`src/include/tmcs_pkg.sv`:
```
// constants, commands and carrier types of the tape motion sequencer
package tmcs_pkg;

  localparam int UNIT_W = 3;
  localparam int NUM_UNITS = 8;
  localparam int TMR_W = 25;

  // command codes as handed over by the selection logic
  typedef enum logic [2:0] {
    TMCS_CMD_NONE = 3'h0,
    TMCS_CMD_SENSE = 3'h1,
    TMCS_CMD_REWIND = 3'h2,
    TMCS_CMD_UNLOAD = 3'h3,
    TMCS_CMD_ERASE = 3'h4,
    TMCS_CMD_MARK = 3'h5,
    TMCS_CMD_SPACE_BLK = 3'h6,
    TMCS_CMD_SPACE_FILE = 3'h7
  } tmcs_cmd_t;

  // status byte, bit 0 of the channel byte is the msb
  localparam logic [7:0] ST_MOD = 8'h40;
  localparam logic [7:0] ST_CTRL_END = 8'h20;
  localparam logic [7:0] ST_BUSY = 8'h10;
  localparam logic [7:0] ST_CH_END = 8'h08;
  localparam logic [7:0] ST_DEV_END = 8'h04;
  localparam logic [7:0] ST_UNIT_CHK = 8'h02;
  localparam logic [7:0] ST_UNIT_EXC = 8'h01;
  localparam logic [7:0] ST_NONE = 8'h00;

  // tape mark byte, byte bit n carries track n
  localparam logic [7:0] MARK_NINE = 8'hC8;
  localparam logic [7:0] MARK_SEVEN = 8'hF0;

  localparam logic [2:0] SENSE_LAST = 3'h5;
  localparam logic [2:0] SENSE_FIRST = 3'h0;

  // timing
  localparam int CLK_KHZ = 100000;
  localparam int MARK_ERASE_MS = 204;
  localparam int MARK_ERASE_CYC = MARK_ERASE_MS * CLK_KHZ;
  localparam int FORCED_DELAY_CYC = 1000;
  localparam int START_DELAY_CYC = 500;

  typedef struct packed {
    logic start;
    tmcs_cmd_t code;
    logic [UNIT_W-1:0] unit;
    logic backward;
  } tmcs_cmd_req_t;

  typedef struct packed {
    logic svc_out;
    logic cmd_tag;
    logic int_grant;
  } tmcs_chan_in_t;

  typedef struct packed {
    logic op_in;
    logic stat_in;
    logic svc_in;
    logic req_in;
    logic [7:0] bus_in;
  } tmcs_chan_out_t;

  typedef struct packed {
    logic rewinding;
    logic block_end;
    logic mark_seen;
    logic seven_track;
  } tmcs_tu_in_t;

  typedef struct packed {
    logic rewind;
    logic write;
    logic move;
    logic backward;
    logic rd_check;
    logic wr_strobe;
    logic [7:0] wr_data;
    logic [UNIT_W-1:0] unit;
    logic free_ack;
  } tmcs_tu_out_t;

endpackage

```
`src/logic/tmcs_core.sv`:
```
// tape motion command sequencer with sense early end and end status
`timescale 1ns/1ps

module tmcs_core
  import tmcs_pkg::*;
#(
  parameter int unsigned MARK_ERASE_CYCLES = MARK_ERASE_CYC,
  parameter int unsigned FORCED_DELAY_CYCLES = FORCED_DELAY_CYC,
  parameter int unsigned START_DELAY_CYCLES = START_DELAY_CYC
)
(
  input wire logic clk_in,
  input wire logic rst_in,
  input wire tmcs_cmd_req_t cmd_in,
  input wire tmcs_chan_in_t chan_in,
  input wire logic [7:0] sense_byte_in,
  input wire tmcs_tu_in_t tu_in,
  input wire logic [NUM_UNITS-1:0] tu_free_in,
  output tmcs_chan_out_t chan_out,
  output tmcs_tu_out_t tu_out,
  output logic [2:0] sense_idx_out,
  output logic sel_ready_out
);

  typedef enum logic [3:0] {
    ST_IDLE = 4'h0,
    ST_INIT = 4'h1,
    ST_SNS_LOAD = 4'h3,
    ST_SNS_WAIT = 4'h2,
    ST_END = 4'h6,
    ST_REW = 4'h7,
    ST_RUN = 4'h5,
    ST_INT_REQ = 4'h4,
    ST_INT_STAT = 4'hC
  } tmcs_state_t;

  typedef enum logic [1:0] {
    PH_DELAY = 2'h0,
    PH_START = 2'h1,
    PH_MARK = 2'h3,
    PH_CHECK = 2'h2
  } tmcs_phase_t;

  function automatic logic is_motion(input tmcs_cmd_t c);
    is_motion = (c != TMCS_CMD_NONE) && (c != TMCS_CMD_SENSE);
  endfunction

  function automatic logic is_space(input tmcs_cmd_t c);
    is_space = (c == TMCS_CMD_SPACE_BLK) || (c == TMCS_CMD_SPACE_FILE);
  endfunction

  function automatic logic [TMR_W-1:0] cycles(input int unsigned n);
    cycles = TMR_W'(n - 1);
  endfunction

  tmcs_state_t state_q, state_d;
  tmcs_phase_t ph_q, ph_d;
  tmcs_cmd_t cmd_q, cmd_d;
  logic [UNIT_W-1:0] unit_q, unit_d;
  logic back_q, back_d;
  logic [7:0] stat_q, stat_d;
  logic [7:0] stk_q, stk_d;
  logic stack_q, stack_d;
  logic [2:0] idx_q, idx_d;
  logic [TMR_W-1:0] tmr_q, tmr_d;
  logic mark_q, mark_d;
  logic ifree_q, ifree_d;
  logic ack_d;
  logic served_q;
  logic [UNIT_W-1:0] scan_q;
  logic hit;
  tmcs_chan_out_t chan_q;
  tmcs_tu_out_t tu_q;
  logic ready_q;

  assign hit = tu_free_in[scan_q];
  assign chan_out = chan_q;
  assign tu_out = tu_q;
  assign sense_idx_out = idx_q;
  assign sel_ready_out = ready_q;

  // unit free stops the scanner, otherwise it walks all addresses
  always_ff @(posedge clk_in or posedge rst_in)
  begin
    if (rst_in)
      scan_q <= '0;
    else if (!hit)
      scan_q <= scan_q + UNIT_W'(1);
  end

  always_comb
  begin
    state_d = state_q;
    ph_d = ph_q;
    cmd_d = cmd_q;
    unit_d = unit_q;
    back_d = back_q;
    stat_d = stat_q;
    stk_d = stk_q;
    stack_d = stack_q;
    idx_d = idx_q;
    tmr_d = (tmr_q == '0) ? tmr_q : tmr_q - TMR_W'(1);
    mark_d = mark_q;
    ifree_d = ifree_q;
    ack_d = 1'b0;
    unique case (state_q)
      ST_IDLE:
      begin
        if (hit && !served_q)
        begin
          // pending device end goes out before any new selection
          state_d = ST_INT_REQ;
          stat_d = ST_DEV_END;
          ifree_d = 1'b1;
        end
        else if (cmd_in.start && cmd_in.code != TMCS_CMD_NONE)
        begin
          state_d = ST_INIT;
          cmd_d = cmd_in.code;
          unit_d = cmd_in.unit;
          back_d = cmd_in.backward;
          ifree_d = 1'b0;
          if (cmd_in.code == TMCS_CMD_SENSE)
            stat_d = stack_q ? (stk_q | ST_BUSY) : ST_NONE;
          else
            stat_d = ST_CH_END;
        end
      end
      ST_INIT:
      begin
        if (chan_in.svc_out || chan_in.cmd_tag)
        begin
          if (is_motion(cmd_q))
          begin
            // either answer starts a motion command
            mark_d = 1'b0;
            ph_d = PH_DELAY;
            if (cmd_q == TMCS_CMD_REWIND || cmd_q == TMCS_CMD_UNLOAD)
              state_d = ST_REW;
            else
              state_d = ST_RUN;
            if (cmd_q == TMCS_CMD_MARK)
              tmr_d = cycles(MARK_ERASE_CYCLES);
            else
              tmr_d = cycles(FORCED_DELAY_CYCLES);
          end
          else if (stack_q)
          begin
            // long busy hands over the held status either way
            state_d = ST_IDLE;
            stack_d = 1'b0;
          end
          else if (chan_in.cmd_tag)
          begin
            state_d = ST_IDLE;
            stack_d = 1'b1;
            stk_d = stat_q;
          end
          else
          begin
            state_d = ST_SNS_LOAD;
            idx_d = SENSE_FIRST;
          end
        end
      end
      ST_SNS_LOAD:
        state_d = ST_SNS_WAIT;
      ST_SNS_WAIT:
      begin
        if (chan_in.cmd_tag)
        begin
          state_d = ST_END;
          stat_d = ST_CH_END | ST_DEV_END;
        end
        else if (chan_in.svc_out && idx_q == SENSE_LAST)
        begin
          state_d = ST_END;
          stat_d = ST_CH_END | ST_DEV_END;
        end
        else if (chan_in.svc_out)
        begin
          state_d = ST_SNS_LOAD;
          idx_d = idx_q + 3'h1;
        end
      end
      ST_END:
      begin
        if (chan_in.svc_out || chan_in.cmd_tag)
          state_d = ST_IDLE;
        if (chan_in.cmd_tag)
        begin
          stack_d = 1'b1;
          stk_d = stat_q;
        end
      end
      ST_REW:
      begin
        if (tu_in.rewinding && cmd_q == TMCS_CMD_UNLOAD)
        begin
          state_d = ST_INT_REQ;
          stat_d = ST_DEV_END | ST_UNIT_CHK | ST_CTRL_END;
        end
        else if (tu_in.rewinding)
          state_d = ST_IDLE;
      end
      ST_RUN:
      begin
        if (tu_in.mark_seen)
          mark_d = 1'b1;
        unique case (cmd_q)
          TMCS_CMD_ERASE:
            if (tmr_q == '0)
            begin
              state_d = ST_INT_REQ;
              stat_d = ST_DEV_END;
            end
          TMCS_CMD_MARK:
          begin
            unique case (ph_q)
              PH_DELAY:
                if (tmr_q == '0)
                begin
                  ph_d = PH_START;
                  tmr_d = cycles(START_DELAY_CYCLES);
                end
              PH_START:
                if (tmr_q == '0)
                  ph_d = PH_MARK;
              PH_MARK:
                ph_d = PH_CHECK;
              PH_CHECK:
              begin
                state_d = ST_INT_REQ;
                stat_d = ST_DEV_END;
              end
            endcase
          end
          TMCS_CMD_SPACE_BLK:
            if (tu_in.block_end)
            begin
              state_d = ST_INT_REQ;
              stat_d = (mark_q || tu_in.mark_seen) ?
                (ST_DEV_END | ST_UNIT_EXC) : ST_DEV_END;
            end
          TMCS_CMD_SPACE_FILE:
            if (tu_in.block_end && (mark_q || tu_in.mark_seen))
            begin
              state_d = ST_INT_REQ;
              stat_d = ST_DEV_END;
            end
          default:
            state_d = ST_IDLE;
        endcase
      end
      ST_INT_REQ:
        if (chan_in.int_grant)
          state_d = ST_INT_STAT;
      ST_INT_STAT:
      begin
        if (chan_in.svc_out || chan_in.cmd_tag)
        begin
          state_d = ST_IDLE;
          ack_d = ifree_q;
          ifree_d = 1'b0;
        end
        if (chan_in.cmd_tag)
        begin
          stack_d = 1'b1;
          stk_d = stat_q;
        end
      end
      default:
        state_d = ST_IDLE;
    endcase
  end

  always_ff @(posedge clk_in or posedge rst_in)
  begin
    if (rst_in)
    begin
      state_q <= ST_IDLE;
      ph_q <= PH_DELAY;
      cmd_q <= TMCS_CMD_NONE;
      unit_q <= '0;
      back_q <= 1'b0;
      tmr_q <= '0;
      mark_q <= 1'b0;
      ifree_q <= 1'b0;
      idx_q <= SENSE_FIRST;
    end
    else
    begin
      state_q <= state_d;
      ph_q <= ph_d;
      cmd_q <= cmd_d;
      unit_q <= unit_d;
      back_q <= back_d;
      tmr_q <= tmr_d;
      mark_q <= mark_d;
      ifree_q <= ifree_d;
      idx_q <= idx_d;
    end
  end

  // status kept apart so a rejected byte survives later commands
  always_ff @(posedge clk_in or posedge rst_in)
  begin
    if (rst_in)
    begin
      stat_q <= ST_NONE;
      stk_q <= ST_NONE;
      stack_q <= 1'b0;
    end
    else
    begin
      stat_q <= stat_d;
      stk_q <= stk_d;
      stack_q <= stack_d;
    end
  end

  // a served unit stays free a few cycles; ignore it until it drops
  always_ff @(posedge clk_in or posedge rst_in)
  begin
    if (rst_in)
      served_q <= 1'b0;
    else if (ack_d)
      served_q <= 1'b1;
    else if (!hit)
      served_q <= 1'b0;
  end

  // channel tags follow the next state so they line up with state_q
  always_ff @(posedge clk_in or posedge rst_in)
  begin
    if (rst_in)
    begin
      chan_q <= '0;
      ready_q <= 1'b0;
    end
    else
    begin
      chan_q.op_in <= state_d inside {ST_INIT, ST_SNS_LOAD, ST_SNS_WAIT,
        ST_END, ST_INT_STAT};
      chan_q.stat_in <= state_d inside {ST_INIT, ST_END, ST_INT_STAT};
      chan_q.svc_in <= state_d == ST_SNS_WAIT;
      chan_q.req_in <= state_d == ST_INT_REQ;
      if (state_q == ST_SNS_LOAD)
        chan_q.bus_in <= sense_byte_in;
      else if (state_d inside {ST_INIT, ST_END, ST_INT_STAT})
        chan_q.bus_in <= stat_d;
      ready_q <= state_d == ST_IDLE;
    end
  end

  always_ff @(posedge clk_in or posedge rst_in)
  begin
    if (rst_in)
    begin
      tu_q <= '0;
    end
    else
    begin
      tu_q.rewind <= state_d == ST_REW;
      tu_q.write <= state_d == ST_RUN &&
        (cmd_d == TMCS_CMD_ERASE || cmd_d == TMCS_CMD_MARK);
      tu_q.move <= state_d == ST_RUN;
      tu_q.backward <= state_d == ST_RUN && back_d;
      tu_q.rd_check <= !(state_d == ST_RUN && is_space(cmd_d));
      // mark and its check character are the same byte
      tu_q.wr_strobe <= state_d == ST_RUN && cmd_d == TMCS_CMD_MARK &&
        (ph_d == PH_MARK || ph_d == PH_CHECK);
      tu_q.wr_data <= tu_in.seven_track ? MARK_SEVEN : MARK_NINE;
      // the acknowledge must reach the freed unit, not the last command's
      tu_q.unit <= (ifree_d || ack_d) ? scan_q : unit_d;
      tu_q.free_ack <= ack_d;
    end
  end
endmodule

```
`config.mk`:
```
export PLATFORM = sky130hd
export DESIGN_NAME = tmcs_core
export DESIGN_NICKNAME = d
export VERILOG_FILES = /design/src/include/tmcs_pkg.sv /design/src/logic/tmcs_core.sv
export SDC_FILE = /design/constraint.sdc
export NUM_CORES = 1
export LEC_CHECK = 0
export ABC_AREA = 1
export BUFFER_PORTS_ARGS = -buffer_cell sky130_fd_sc_hd__buf_2
export CAP_MARGIN = 25
export CORE_MARGIN = 2
export CORE_UTILIZATION = 52
export CTS_CLUSTER_SIZE = 10
export DETAILED_ROUTE_END_ITERATION = 8
export PLACE_DENSITY = 0.75
export SETUP_SLACK_MARGIN = 0.5
export SKIP_CTS_REPAIR_TIMING = 1
export SYNTH_ARGS = -nofsm -noshare
export SYNTH_HDL_FRONTEND = slang
export SYNTH_SLANG_ARGS = --single-unit
```
`constraint.sdc`:
```
create_clock -name clk_in -period 2.5 [get_ports clk_in]
set_clock_uncertainty 0.1 [all_clocks]
set_input_delay 0.125 -clock clk_in [delete_from_list [all_inputs] [get_ports clk_in]]
set_output_delay 0.125 -clock clk_in [all_outputs]
set_load 0.01 [all_outputs]
```
==> impl_results.md <==
- Status: finished with violations
- Failing checks: negative hold slack
- Worst Setup Path Type: reg -> reg
- Starting Density: 0.533
- Static leakage: 3.16 nW
- Psw: 0.00332 W
- Hold path start: sense_byte_in[6]
- Power Internal: 0.00387 W
- Vias per cell: 5.43
- Final HPWL DP: 8860 µm
- R2R cell count: 12
- Placer Congestion: 0.956
- Post-Place Setup Slack: 0.258 ns
- Clk pin slew, worst setup/hold paths: 0.10 ns
- Mean post-synth cell area: 7.79 µm²
- Hold Slack: -0.0406 ns
- First-pass GRT wire length: 19400 µm
- Via count: 4682
- CP arrival: 2.22 ns
- TritonCTS clock tree: built
- Layout Nets: 784
- Die height: 101 µm
- Power density cells: 1150 mW/mm²
- # IOs: 67
- Clk buf depth: 2
- Worst hold endpoint: chan_out[6]
- Sw frac: 0.462
- Number of flops mapped to enable cells by yosys: 0
- CP required: 2.66 ns
- GRT Resource Usage Total: 0.239
- Max-slew violations: 0
- CP Capture Type: register
- Setup-failing EPs final: 0
- Std-Cell Rows: 35
- Number of H-tree levels: 3
- Clock group share of total power: 0.149
- Hold depth: 5
- Synth cell types: 40
- Die W: 101 µm
- Vias in the first global route: 4154
- Seq/Total Area, Yosys: 0.455
- Worst Tran Pin Value: 0.510 ns
- RSZ-0062 raised after global routing: yes
- Tmin final: 2.06 ns
- Initial DRC count: 257
- IO Port Bufs: 63
- Fin area: 0.00623 mm²
- Share of cells above drive strength 1: 0.298
- Root cell of the clock tree: clkbuf_8
- Gr ovfl total: 0
- Cells after DPL: 801
- Final Worst Setup Slack: 0.440 ns
- Ys Warns: 0
- CTS sink cnt: 89
- Ys flop type: dfrtp_1
- CP Launch Type: register
- Post-route DRC violation count: 0
- TritonRoute pass-1 iters: 6
- HP Class: in -> reg
- Final Cycle Share: 0.824
- Post-synth ARST share: 1.00
- Seq pwr share: 0.337
- Crit-path max FO: 8
- Mapped Area: 0.00490 mm²
- Core Area: 0.00920 mm²
- Slack of the worst reg-to-reg path: 0.44 ns
- Initial antenna violation count: 0
- Placed Area: 0.00536 mm²
- DRT antenna net count: 0
- Clk_lat worst skew: 0.38 ns
- Final Hold Vio Count: 4
- Area growth from synthesis to layout: 27.3%
- Die area: 0.0102 mm²
- Most frequent cells in the layout: nand2_1, dfrtp_1, buf_2
- N_diodes: 0
- Number of synthesized register bits: 89
- Logic pwr share: 0.513
- Crit. Startpoint: tmr_q[13]
- Reg-to-reg endpoint: chan_out[4]
- Worst R2R Start: tmr_q[13]
- DR WL/cell: 14.9 µm
- Max Freq: 0.485 GHz
- Setup TNS: 0 ns
- Commonest non-fill, non-tap cell in the layout: nand2_1
- Number of max-cap violations: 0
- Post-Layout Cell Count: 862
- Largest net degree at the start of global routing: 90
- Max VDD drop: 536 µV
- Cell count after synthesis: 629
- Slew margin rel.: 0.656
- Routed wire length: 12800 µm
- Total CTS buffers: 9
[state kept, by name, indices dropped and copies added (netlist names), 4 cells and up]
register / cells
chan_out: 12
stat_q: 8
state_q: 4
stk_q: 7
tmr_q: 25
tu_out: 13
[power groups by stage]
stage                     combinational, W  sequential (W)  clock, W
after floorplan                    0.00217         0.00234         0
after CTS                          0.00292         0.00237   0.00110
after global routing               0.00409         0.00248   0.00115
after detailed placement           0.00291         0.00240         0
final                              0.00369         0.00242   0.00107
after global placement             0.00284         0.00239         0
[critical path: stages, from the launching register on]
cell,delay [ns]
dfrtp_1,0.45
nor2_2,0.16
nand2_2,0.09
nor2_4,0.16
nand2_4,0.08
o21ai_4,0.18
nand2_1,0.08
nand2_2,0.09
nand3_4,0.12
nand3_4,0.12
nand4_4,0.15
nand2_1,0.12
nand2_1,0.05
[routing by layer]
layer	wire (µm)	up-vias	track usage
li1	-	2275	-
met2	6350	169	0.392
met5	0	-	0
met3	746	28	0.0368
met4	238	0	0.0821
met1	5470	2210	0.324
[final cells by class]
cell class / instances / area (µm²)
Fill cell: 747 / 2960
Multi-Input combinational cell: 457 / 2620
Sequential cell: 89 / 2240
Timing Repair Buffer: 113 / 734
Inverter: 76 / 297
Tap cell: 111 / 139
Clock buffer: 9 / 124
Clock inverter: 7 / 86.3
[Yosys cell counts (2+ instances only)]
library cell | n | share of area
nor2_2 | 9 | 0.011
nor3_1 | 11 | 0.011
o21ai_0 | 50 | 0.051
conb_1 | 2 | 0.0015
xor2_1 | 16 | 0.029
inv_1 | 65 | 0.050
nand3_1 | 41 | 0.042
nor2_4 | 4 | 0.0092
o21ai_2 | 3 | 0.0054
and3_1 | 2 | 0.0026
o211ai_1 | 3 | 0.0046
nor2_1 | 69 | 0.053
nand3_4 | 3 | 0.011
a21oi_1 | 19 | 0.019
clkbuf_1 | 3 | 0.0023
nand2_1 | 165 | 0.13
dfrtp_1 | 89 | 0.45
nand4_1 | 20 | 0.026
nand2_2 | 7 | 0.0089
inv_2 | 10 | 0.0077
a31oi_1 | 3 | 0.0038
ha_1 | 5 | 0.013
nand3_2 | 7 | 0.014
buf_4 | 5 | 0.0077
xnor2_1 | 3 | 0.0054
[worst max-delay path by stage]
stage,end
floorplan,chan_out[0]
global placement,chan_out[5]
detailed placement,chan_out[4]
CTS,chan_out[3]
global route,chan_out[4]
finish,chan_out[4]
[metrics by stage]
stage / utilization / power (W)
6_report: 0.678 / 0.00718
5_1_grt: 0.678 / 0.00772
4_1_cts: 0.606 / 0.00639
3_5_place_dp: 0.583 / 0.00531
3_3_place_gp: 0.583 / 0.00523
2_1_floorplan: - / 0.00451
[cells by family after synthesis]
group                      share of synthesized area
and+or+nand+nor                                0.330
adders and majority gates                     0.0128
muxes                                        0.00230
AOI/OAI and AO/OA                             0.0950
xor gates and xnor gates                      0.0340
other                                        0.00153
DFF                                            0.455
buffers and inverters                         0.0692
(Power assumes the default switching activity.)
